--- src/verilog/ppea_pkg.sv ---
// Package of constants for the paged parallel memory access controller
`default_nettype none
package ppea_pkg;
    // Bus geometry
    localparam int ADDR_W            = 17;           // Width of address_bus
    localparam int DATA_W            = 8;            // Width of data_bus
    localparam int PAGE_LO           = 7;            // Lowest bit of page_select_bits
    localparam int PAGE_BYTES        = 128;          // Bytes in one page
    // Clock rate
    localparam int CLK_MHZ           = 100;          // Core clock in MHz
    // Timing figures in their own units
    localparam int T_PULSE_NS        = 100;          // Least strobe low width
    localparam int T_HIGH_NS         = 50;           // Least strobe high width
    localparam int T_DS_NS           = 50;           // Data setup before strobe rise
    localparam int T_ACC_NS          = 250;          // Slowest read access
    localparam int T_DF_NS           = 55;           // Longest output float time
    localparam int T_WC_MS           = 10;           // programming_period, longest
    localparam int T_BLC_US          = 150;          // byte_load_window, longest
    localparam int T_PWRUP_MS        = 5;            // Power-on write block
    // Cycle counts, least times rounded up
    localparam int CYC_PULSE         = (T_PULSE_NS * CLK_MHZ + 999) / 1000;
    localparam int CYC_HIGH          = (T_HIGH_NS * CLK_MHZ + 999) / 1000;
    localparam int CYC_ACC           = (T_ACC_NS * CLK_MHZ + 999) / 1000;
    localparam int CYC_DF            = (T_DF_NS * CLK_MHZ + 999) / 1000;
    // Byte gap kept under the load window, rounded down
    localparam int CYC_BLC           = T_BLC_US * CLK_MHZ;
    localparam int CYC_WC            = T_WC_MS * 1000 * CLK_MHZ;
    localparam int CYC_PWRUP         = T_PWRUP_MS * 1000 * CLK_MHZ;
    localparam int CNT_W             = 24;           // Width of the long counter
    // Bit positions of the poll indications
    localparam int POLL_BIT          = 7;            // completion_poll_bit
    localparam int TOGGLE_BIT        = 6;            // busy_toggle_bit
    // Operation codes of the user port
    localparam logic [1:0] OP_READ   = 2'h0;         // Single array read
    localparam logic [1:0] OP_WRITE  = 2'h1;         // One byte into the page
    localparam logic [1:0] OP_LOCK   = 2'h2;         // Enable software_write_lock
    localparam logic [1:0] OP_UNLOCK = 2'h3;         // Disable software_write_lock
endpackage
`default_nettype wire

--- src/verilog/ppea_host.sv ---
// Host controller that reads, page-writes and protects a parallel nonvolatile memory
//
// Behaviour
// - Write starts with strobe low, outputs off
// - Next page byte within 150 us
// - Page bits fixed across one load; not checked, each byte is loaded at the address it is given
// - Three-byte sequence enables protection
// - Protected writes need sequence prefix
// - Sequences follow page-load timing
// - High voltage pin selects identification area
`timescale 1ns/100ps
`default_nettype none
module ppea_host
    import ppea_pkg::*;
#(
    parameter logic [ADDR_W-1:0] CMD_A0    = 17'h00001,  // Arbitrary default
    parameter logic [ADDR_W-1:0] CMD_A1    = 17'h00002,  // Arbitrary default
    parameter logic [ADDR_W-1:0] CMD_A2    = 17'h00003,  // Arbitrary default
    parameter logic [DATA_W-1:0] CMD_D0    = 8'h11,      // Arbitrary default
    parameter logic [DATA_W-1:0] CMD_D1    = 8'h22,      // Arbitrary default
    parameter logic [DATA_W-1:0] CMD_LOCK  = 8'h33,      // Enable third byte
    parameter logic [DATA_W-1:0] CMD_UNLK  = 8'h44,      // Disable third byte
    parameter int                WC_CYC    = CYC_WC,     // Poll time limit
    parameter int                PWR_CYC   = CYC_PWRUP,  // Power-up wait
    parameter int                GAP_CYC   = CYC_BLC     // Byte load window
)
(
    input  wire logic              core_clk_in,      // Core clock, 100 MHz
    input  wire logic              rst_b_in,         // Synchronous reset, low
    input  wire logic              req_valid_in,     // Request offered
    output logic                   req_ready_out,    // Request taken
    input  wire logic [1:0]        req_op_in,        // Operation code
    input  wire logic [ADDR_W-1:0] req_addr_in,      // Target address
    input  wire logic [DATA_W-1:0] req_data_in,      // Write data
    input  wire logic              req_last_in,      // Last byte of page
    input  wire logic              req_id_in,        // Use identification area
    input  wire logic              lock_on_in,       // Prefix writes with sequence
    output logic                   rsp_valid_out,    // Answer pulse
    output logic [DATA_W-1:0]      rsp_data_out,     // Read data
    output logic                   rsp_timeout_out,  // Poll gave up
    output logic                   busy_out,         // Controller busy
    output logic [ADDR_W-1:0]      address_bus_out,  // address_bus
    output logic                   chip_sel_b_out,   // Chip select, low
    output logic                   out_en_b_out,     // Output enable, low
    output logic                   wr_strobe_b_out,  // Write strobe, low
    output logic [DATA_W-1:0]      data_bus_out,     // data_bus drive value
    output logic                   data_bus_oe_out,  // data_bus drive enable
    input  wire logic [DATA_W-1:0] data_bus_in,      // data_bus pin level
    output logic                   id_area_hv_out    // id_area_hv_pin request
);
    // Controller states
    typedef enum logic [6:0]
    {
        HS_PWR  = 7'h01,
        HS_IDLE = 7'h02,
        HS_CMD  = 7'h04,
        HS_LOAD = 7'h08,
        HS_GAP  = 7'h10,
        HS_POLL = 7'h20,
        HS_RD   = 7'h40
    } ppea_st_type;

    typedef struct packed
    {
        ppea_st_type        st;       // Controller state
        logic [CNT_W-1:0]   cnt;      // Long timer
        logic [1:0]         step;     // Command byte index
        logic [1:0]         op;       // Current operation
        logic               go;       // Start strobe
        logic               wr;       // Strobe kind
        logic [ADDR_W-1:0]  addr;     // Strobe address
        logic [DATA_W-1:0]  dat;      // Strobe data
        logic [ADDR_W-1:0]  last_a;   // Last written address
        logic [DATA_W-1:0]  last_d;   // Last written data
        logic               lastb;    // Page ends after this byte
        logic               hv;       // Identification area select
        logic               rsp;      // Answer pulse
        logic [DATA_W-1:0]  rdat;     // Answer data
        logic               tmo;      // Poll timed out
    } ppea_host_type;

    ppea_host_type h_q;               // Registered state
    ppea_host_type h_d;               // Next state

    logic [DATA_W-1:0] sync1_q;       // First sync stage
    logic [DATA_W-1:0] sync2_q;       // Second sync stage
    logic              sdone;         // Strobe cycle done
    logic [DATA_W-1:0] srdat;         // Strobe read data

    // Returns the command address for a sequence step
    function automatic logic [ADDR_W-1:0] cmd_addr(input logic [1:0] s);
        cmd_addr = (s == 2'h0) ? CMD_A0 : (s == 2'h1) ? CMD_A1 : CMD_A2;
    endfunction

    // Returns the command byte; third differs for enable and disable
    function automatic logic [DATA_W-1:0] cmd_data(input logic [1:0] s, input logic [1:0] op);
        cmd_data = (s == 2'h0) ? CMD_D0 : (s == 2'h1) ? CMD_D1 :
                   ((op == OP_UNLOCK) ? CMD_UNLK : CMD_LOCK);
    endfunction

    // Two-stage sync of the asynchronous data pins
    always_ff @(posedge core_clk_in)
    begin
        if (!rst_b_in)
        begin
            sync1_q <= 8'h00;
            sync2_q <= 8'h00;
        end
        else
        begin
            sync1_q <= data_bus_in;
            sync2_q <= sync1_q;
        end
    end

    // Pin timing engine
    ppea_strobe u_strobe
    (
        .core_clk_in     (core_clk_in),
        .rst_b_in        (rst_b_in),
        .go_in           (h_q.go),
        .wr_in           (h_q.wr),
        .addr_in         (h_q.addr),
        .wdata_in        (h_q.dat),
        .pin_data_in     (sync2_q),
        .done_out        (sdone),
        .rdata_out       (srdat),
        .address_bus_out (address_bus_out),
        .chip_sel_b_out  (chip_sel_b_out),
        .out_en_b_out    (out_en_b_out),
        .wr_strobe_b_out (wr_strobe_b_out),
        .data_bus_out    (data_bus_out),
        .data_bus_oe_out (data_bus_oe_out)
    );

    // Next-state logic of the controller
    always_comb
    begin
        h_d     = h_q;
        h_d.go  = 1'b0;
        h_d.rsp = 1'b0;
        h_d.tmo = 1'b0;
        unique case (h_q.st)
            HS_PWR:
            begin
                if (h_q.cnt == CNT_W'(PWR_CYC))
                begin
                    h_d.st  = HS_IDLE;
                end
                else
                begin
                    h_d.cnt = h_q.cnt + 1'b1;
                end
            end
            HS_IDLE, HS_GAP:
            begin
                // close the page before the load window expires
                if (h_q.st == HS_GAP && h_q.cnt == CNT_W'(GAP_CYC - 40))
                begin
                    h_d.st  = HS_POLL;
                    h_d.cnt = '0;
                end
                else if (req_valid_in)
                begin
                    h_d.op  = req_op_in;
                    h_d.hv  = req_id_in;
                    h_d.cnt = '0;
                    h_d.go  = 1'b1;
                    h_d.lastb = req_last_in;
                    // prefix a write only at the start of a page
                    if (req_op_in == OP_LOCK || req_op_in == OP_UNLOCK ||
                        (req_op_in == OP_WRITE && lock_on_in && h_q.st == HS_IDLE))
                    begin
                        h_d.st   = HS_CMD;
                        h_d.step = 2'h0;
                        h_d.wr   = 1'b1;
                        h_d.addr = cmd_addr(2'h0);
                        h_d.dat  = cmd_data(2'h0, req_op_in);
                        h_d.last_a = req_addr_in;
                        h_d.last_d = req_data_in;
                    end
                    else if (req_op_in == OP_WRITE)
                    begin
                        // any byte of the page, any order
                        h_d.st   = HS_LOAD;
                        h_d.wr   = 1'b1;
                        h_d.addr = req_addr_in;
                        h_d.dat  = req_data_in;
                        h_d.last_a = req_addr_in;
                        h_d.last_d = req_data_in;
                    end
                    else
                    begin
                        h_d.st   = HS_RD;
                        h_d.wr   = 1'b0;
                        h_d.addr = req_addr_in;
                    end
                end
                else if (h_q.st == HS_GAP)
                begin
                    h_d.cnt = h_q.cnt + 1'b1;
                end
            end
            HS_CMD:
            begin
                if (sdone)
                begin
                    h_d.go = 1'b1;
                    if (h_q.step == 2'h2)
                    begin
                        // third byte sent: a write loads its own byte, a lock or unlock waits out programming
                        if (h_q.op == OP_WRITE)
                        begin
                            h_d.st   = HS_LOAD;
                            h_d.addr = h_q.last_a;
                            h_d.dat  = h_q.last_d;
                        end
                        else
                        begin
                            h_d.go  = 1'b0;
                            h_d.st  = HS_POLL;
                            h_d.cnt = '0;
                        end
                    end
                    else
                    begin
                        h_d.step = h_q.step + 2'h1;
                        h_d.addr = cmd_addr(h_q.step + 2'h1);
                        h_d.dat  = cmd_data(h_q.step + 2'h1, h_q.op);
                    end
                end
            end
            HS_LOAD:
            begin
                if (sdone)
                begin
                    h_d.rsp = 1'b1;
                    h_d.cnt = '0;
                    // final byte hands over to programming
                    h_d.st  = h_q.lastb ? HS_POLL : HS_GAP;
                end
            end
            HS_POLL:
            begin
                // bit 7 equal to the written data again means programming ended
                if (sdone && h_q.cnt != '0 && srdat[POLL_BIT] == h_q.last_d[POLL_BIT])
                begin
                    h_d.st = HS_IDLE;
                    h_d.rsp = (h_q.op != OP_WRITE);
                end
                // give up past the longest programming period
                else if (h_q.cnt >= CNT_W'(WC_CYC) && !chip_sel_b_out == 1'b0 && !h_q.go)
                begin
                    h_d.st  = HS_IDLE;
                    h_d.tmo = 1'b1;
                    h_d.rsp = (h_q.op != OP_WRITE);
                end
                else
                begin
                    h_d.cnt = h_q.cnt + 1'b1;
                    // reads of the last address act as polls
                    if (!h_q.go && chip_sel_b_out && (sdone || h_q.cnt == '0))
                    begin
                        h_d.go   = 1'b1;
                        h_d.wr   = 1'b0;
                        h_d.addr = h_q.last_a;
                    end
                end
            end
            HS_RD:
            begin
                if (sdone)
                begin
                    h_d.st   = HS_IDLE;
                    h_d.rsp  = 1'b1;
                    h_d.rdat = srdat;
                end
            end
            default:
            begin
                h_d.st = HS_IDLE;
            end
        endcase
    end

    // State register
    always_ff @(posedge core_clk_in)
    begin
        if (!rst_b_in)
        begin
            h_q <= '{st: HS_PWR, default: '0};
        end
        else
        begin
            h_q <= h_d;
        end
    end

    // Handshake and answer outputs
    assign req_ready_out   = (h_q.st == HS_IDLE || (h_q.st == HS_GAP && h_q.cnt != CNT_W'(GAP_CYC - 40)))
                             && !h_q.go;
    assign busy_out        = (h_q.st != HS_IDLE);
    assign rsp_valid_out   = h_q.rsp;
    assign rsp_data_out    = h_q.rdat;
    assign rsp_timeout_out = h_q.tmo;
    assign id_area_hv_out  = h_q.hv && (h_q.st != HS_IDLE);
endmodule
`default_nettype wire

--- src/verilog/ppea_strobe.sv ---
// One strobe cycle on the memory pins: read or write with timed phases
`timescale 1ns/100ps
`default_nettype none
module ppea_strobe
    import ppea_pkg::*;
(
    input  wire logic              core_clk_in,    // Core clock
    input  wire logic              rst_b_in,       // Synchronous reset, low
    input  wire logic              go_in,          // Start a strobe cycle
    input  wire logic              wr_in,          // High for a write
    input  wire logic [ADDR_W-1:0] addr_in,        // Address to present
    input  wire logic [DATA_W-1:0] wdata_in,       // Data for a write
    input  wire logic [DATA_W-1:0] pin_data_in,    // Synchronised data_bus
    output logic                   done_out,       // Cycle complete pulse
    output logic [DATA_W-1:0]      rdata_out,      // Byte sampled by a read
    output logic [ADDR_W-1:0]      address_bus_out,// address_bus
    output logic                   chip_sel_b_out, // Chip select, low active
    output logic                   out_en_b_out,   // Output enable, low active
    output logic                   wr_strobe_b_out,// Write strobe, low active
    output logic [DATA_W-1:0]      data_bus_out,   // data_bus drive value
    output logic                   data_bus_oe_out // data_bus drive enable
);
    // Phases of one cycle
    typedef enum logic [3:0]
    {
        PS_IDLE  = 4'h1,
        PS_LOW   = 4'h2,
        PS_HIGH  = 4'h4,
        PS_FLOAT = 4'h8
    } ppea_ph_type;

    typedef struct packed
    {
        ppea_ph_type        ph;      // Current phase
        logic [7:0]         cnt;     // Phase timer
        logic               wr;      // Cycle is a write
        logic [ADDR_W-1:0]  addr;    // Held address
        logic [DATA_W-1:0]  wdat;    // Held write data
        logic [DATA_W-1:0]  rdat;    // Sampled read data
        logic               done;    // Completion pulse
    } ppea_strb_type;

    ppea_strb_type s_q;              // Registered state
    ppea_strb_type s_d;              // Next state

    // Longest input sync delay plus access time before sampling
    localparam logic [7:0] RD_CYC  = 8'(CYC_ACC + 3);
    localparam logic [7:0] WR_CYC  = 8'(CYC_PULSE);
    localparam logic [7:0] HI_CYC  = 8'(CYC_HIGH);
    localparam logic [7:0] DF_CYC  = 8'(CYC_DF);

    // Phase sequencing
    always_comb
    begin
        s_d      = s_q;
        s_d.done = 1'b0;
        unique case (s_q.ph)
            PS_IDLE:
            begin
                if (go_in)
                begin
                    s_d.ph   = PS_LOW;
                    s_d.wr   = wr_in;
                    s_d.addr = addr_in;
                    s_d.wdat = wdata_in;
                    s_d.cnt  = wr_in ? WR_CYC : RD_CYC;
                end
            end
            PS_LOW:
            begin
                // Strobe width well above the noise filter
                if (s_q.cnt == 8'h00)
                begin
                    if (!s_q.wr)
                    begin
                        s_d.rdat = pin_data_in;
                    end
                    s_d.ph  = s_q.wr ? PS_HIGH : PS_FLOAT;
                    s_d.cnt = s_q.wr ? HI_CYC : DF_CYC;
                end
                else
                begin
                    s_d.cnt = s_q.cnt - 8'h01;
                end
            end
            PS_HIGH, PS_FLOAT:
            begin
                // Strobe high time, or wait for the device to float
                if (s_q.cnt == 8'h00)
                begin
                    s_d.ph   = PS_IDLE;
                    s_d.done = 1'b1;
                end
                else
                begin
                    s_d.cnt = s_q.cnt - 8'h01;
                end
            end
        endcase
    end

    // State register
    always_ff @(posedge core_clk_in)
    begin
        if (!rst_b_in)
        begin
            s_q <= '{ph: PS_IDLE, default: '0};
        end
        else
        begin
            s_q <= s_d;
        end
    end

    // Pin drive, decoded from the registered phase and held values
    // write strobe pulse
    assign chip_sel_b_out  = !(s_q.ph == PS_LOW);
    assign wr_strobe_b_out = !(s_q.ph == PS_LOW && s_q.wr);
    assign out_en_b_out    = !(s_q.ph == PS_LOW && !s_q.wr);
    assign data_bus_oe_out = s_q.wr && (s_q.ph == PS_LOW || s_q.ph == PS_HIGH);
    assign data_bus_out    = s_q.wdat;
    assign address_bus_out = s_q.addr;
    assign rdata_out       = s_q.rdat;
    assign done_out        = s_q.done;
endmodule
`default_nettype wire

--- config.mk ---
export PLATFORM = sky130hd
export DESIGN_NAME = ppea_host
export DESIGN_NICKNAME = d
export VERILOG_FILES = /design/src/verilog/ppea_pkg.sv /design/src/verilog/ppea_host.sv /design/src/verilog/ppea_strobe.sv
export SDC_FILE = /design/constraint.sdc
export NUM_CORES = 1
export LEC_CHECK = 0
export BUFFER_PORTS_ARGS = -buffer_cell sky130_fd_sc_hd__buf_2
export CORE_ASPECT_RATIO = 0.8
export CORE_UTILIZATION = 25
export DETAILED_ROUTE_END_ITERATION = 10
export GPL_TIMING_DRIVEN = 0
export RECOVER_POWER = 50
export SLEW_MARGIN = 20
export SYNTH_ARGS = -nofsm -noshare
export SYNTH_HDL_FRONTEND = slang
export SYNTH_SLANG_ARGS = --single-unit
--- constraint.sdc ---
create_clock -name core_clk_in -period 4.3 [get_ports core_clk_in]
set_input_delay 0.86 -clock core_clk_in [delete_from_list [all_inputs] [get_ports core_clk_in]]
set_output_delay 0.86 -clock core_clk_in [all_outputs]
set_load 0.1 [all_outputs]
==> metrics.md <==
| Metric | Value |
|---|---|
| Slowest stage cell, crit path | `nor3_1` |
| DRT iter0 DRCs | `598` |
| Sw Share | `between 20% and 30%` |
| Syn Inst Count | `892` |
| Port Buf Inserts | `81` |
| Asr flop ratio synth | `0%` |
| Commonest non-fill, non-tap cell in the layout | `dfxtp_1` |
| Worst Path Required | `3440 ps` |
| Final wirelength | `20960 µm` |
| Grt total ovfl | `0` |
| First-pass GRT wire length | `33530 µm` |
| #FFs+latches synth | `162` |
| Switching pwr | `0.8914 mW` |
| Worst path arrival time | `2780 ps` |
| Max Cap Viol | `0` |
| GRT Util Overall | `roughly 14%` |
| Vias per inst | `4.857` |
| WL per Instance | `15.17 µm` |
| Mean Syn Cell Area | `between 8 and 9 µm²` |
| Hold path startpoint | `sync1_q[4]$_SDFF_PN0_` |
| PwrDens | `approximately 380 mW/mm²` |
| Clock power share | `44.9%` |
| Post-route DRC | `10` |
| Status | `complete, but fails checks` |
| CTS root buf | `clkbuf_16` |
| Buffer count from post-CTS setup fixing | `0` |
| Critical Setup Path Class | `reg2out` |
| Post-synth EDFFs | `0` |
| Min Tclk post-route | `3638 ps` |
| Top FF cell, synth | `dfxtp_1` |
| Resized Gates After CTS | `0` |
| Layout cells sized above 1 | `12.62%` |
| Max-slew violations | `0` |
| Sequential-to-total area share from yosys stat | `44.32%` |
| Vias | `6712` |
| Fmax | `274.9 MHz` |
| CP Capture Type | `output pin` |
| Die Span Y | `155.0 µm` |
| CP dominant cell by count | `nor3_1` |
| Initial antenna violation count | `5` |
| CTS Hold Bufs | `0` |
| Failing checks | `DRC` |
| Final core occ | `30.64%` |
| Worst min path class | `reg2reg` |
| Clk Latency, worst-skew pair | `430 ps` |
| # IOs | `83` |
| LEAKAGE | `3.118 nW` |
| Design Power | `roughly 3.3 mW` |
| CP max FO | `10` |
| Area Growth Syn to Fin | `19.56%` |
| Max stage delay on crit path | `roughly 750 ps` |
| Setup TNS | `0 ps` |
| Least-Margin Pin Slew | `~1200 ps` |
| Final-report hold violation count | `0` |
| Clock transition at path regs | `70 ps` |
| Hpwl dp | `about 15000 µm` |
| Flop pwr share | `about 46%` |
| Routability cong. | `just under 0.9` |
| Clock sinks | `around 160` |
| Vias in the first global route | `6334` |
| Layout Cells excl Fill | `1382` |
| Startpoint Class | `flip-flop` |
| Tcrit/Tclk final | `84.60%` |
| Critical path, cell by cell | `nor3_1 > and2_1 > nor3_1 > nor3_1 > buf_2` |
| RSZ-0062 raised after global routing | `false` |
| Placed cells | `1344` |
| P_int | `between 2 and 2.5 mW` |
| Row count | `55` |
| Die Area | `0.02997 mm²` |
| CTS buffer count | `17` |
| Logic pwr share | `8.7%` |
| Slew margin rel. | `20.18%` |
| CTS tree | `done` |
| Setup-failing EPs final | `0` |
| Setup Skew | `8.118 ps` |
| Critical path origin | `h_q[96]$_SDFFE_PN0P_` |
| H-tree depth | `4` |
| Core ar. | `0.02856 mm²` |
| Maximum VDD drop | `0.2151 mV` |
| Worst Path Buf+Inv | `1` |
| Most frequent cells in the layout | `dfxtp_1 (162), nand2_1 (138), a21oi_1 (91)` |
| Largest net degree at the start of global routing | `17` |
| Crit-path leading delay family | `simple AND/OR/NAND/NOR gates` |
| Post-synth cell types | `64` |
| Initial Util | `25.63%` |
| Fill cells | `3000` |
| Mapped Area | `0.007318 mm²` |
| Final nets | `1040` |
| Pre-Repair DR Iteration Count | `8` |
| CTS Buffer Depth | `2` |
| Post-route ant nets | `0` |
| Synth Warn # | `0` |
| RR Startpoint | `h_q[76]$_SDFFE_PN0P_` |
| Syn_nets | `939` |
| Die W | `between 150 and 200 µm` |
-- synthesized netlist by cell type (2+ instances only) --
library cell  count  area (µm²)
dfxtp_1         162        3243
nand2_1         138       518.0
a21oi_1          91       455.4
nor2_1           82       307.8
clkbuf_1         49       183.9
o21ai_0          35       175.2
buf_4            33       247.7
nor3_1           25       125.1
nand3_1          22       110.1
xnor2_1          22       192.7
and2_1           21       131.4
mux2i_1          21       210.2
nor4_1           19       118.9
a22oi_1          18       135.1
inv_1            18       67.56
nand4_1          13       81.33
and3_1            9       56.30
nor4b_1           9       78.83
a31oi_1           7       43.79
o211ai_1          7       52.55
or4_1             7       52.55
ha_1              6       75.07
nand2b_1          6       37.54
a32oi_1           5       43.79
nand4b_1          5       43.79
xor2_1            5       43.79
or3_1             4       25.02
a21o_1            3       22.52
nand3b_1          3       22.52
nor2b_1           3       18.77
o22ai_1           3       18.77
o32ai_1           3       26.28
a21boi_0          2       15.01
and4_1            2       17.52
buf_2             2       10.01
buf_6             2       22.52
mux2_2            2       22.52
o221ai_1          2       17.52
-- power groups by stage --
| stage | Sequential (mW) | Combinational [mW] | Clock (mW) |
|---|---|---|---|
| 6_report | 1.55 | 0.291 | 1.50 |
| 5_1_grt | 1.56 | 0.319 | 1.58 |
| 4_1_cts | 1.55 | 0.287 | 1.54 |
| 3_5_place_dp | 1.59 | 0.285 | 0 |
| 3_3_place_gp | 1.59 | 0.284 | 0 |
| 2_1_floorplan | 1.58 | 0.191 | 0 |
-- flip-flops by register name, indices dropped and copies added (netlist names) --
name / count
u_strobe.s_q: 13
h_q: 89
u_strobe.rdata_out: 8
sync2_q: 8
rsp_timeout_out: 1
u_strobe.address_bus_out: 17
u_strobe.data_bus_out: 8
rsp_data_out: 8
u_strobe.done_out: 1
rsp_valid_out: 1
sync1_q: 8
-- layout make-up --
type	instances	area (µm²)	area share, %
Multi-Input combinational cell	624	3537	40.43
Sequential cell	162	3243	37.07
Buffer	87	467.9	5.348
Tap cell	370	462.9	5.291
Clock buffer	18	439.2	5.019
Timing Repair Buffer	82	366.6	4.190
Clock inverter	14	146.4	1.673
Inverter	19	71.32	0.8151
Antenna cell	6	15.01	0.1716
-- metal layers --
metal  share of wire (%)  global-route usage, %
met5               0.062                      0
met4                 2.8                  6.248
met3                 6.1                  3.057
met2                  43                  21.65
met1                  48                  18.96
-- per-stage QoR --
step	area [µm²]	hold slack (ps)	setup WS, ps
floorplan	7325	411.9	195.2
global placement	8193	417.7	636.7
detailed placement	8204	420.3	893.0
CTS	8790	431.3	543.8
global route	8740	435.3	319.6
finish	8750	430.6	662.2
-- cell families after synthesis --
| family | Yosys count | share of synthesized area [%] |
|---|---|---|
| simple gates | 376 | 24.98 |
| fa+ha+maj | 6 | 1.026 |
| xor+xnor | 27 | 3.231 |
| flops | 162 | 44.32 |
| mux | 23 | 3.180 |
| compound gates | 192 | 15.90 |
| buf+inv | 106 | 7.369 |
-- final timing paths --
| check | cells after the start | endpoint | slack, ps |
|---|---|---|---|
| max reg2reg | 10 | h_q[61]$_SDFFE_PN0P_ | 660 |
| min | 1 | sync2_q[4]$_SDFF_PN0_ | 430 |
| max | 5 | req_ready_out | 660 |
| min reg2reg | 1 | sync2_q[4]$_SDFF_PN0_ | 430 |
Note: power is estimated with default switching activity, not from simulation.
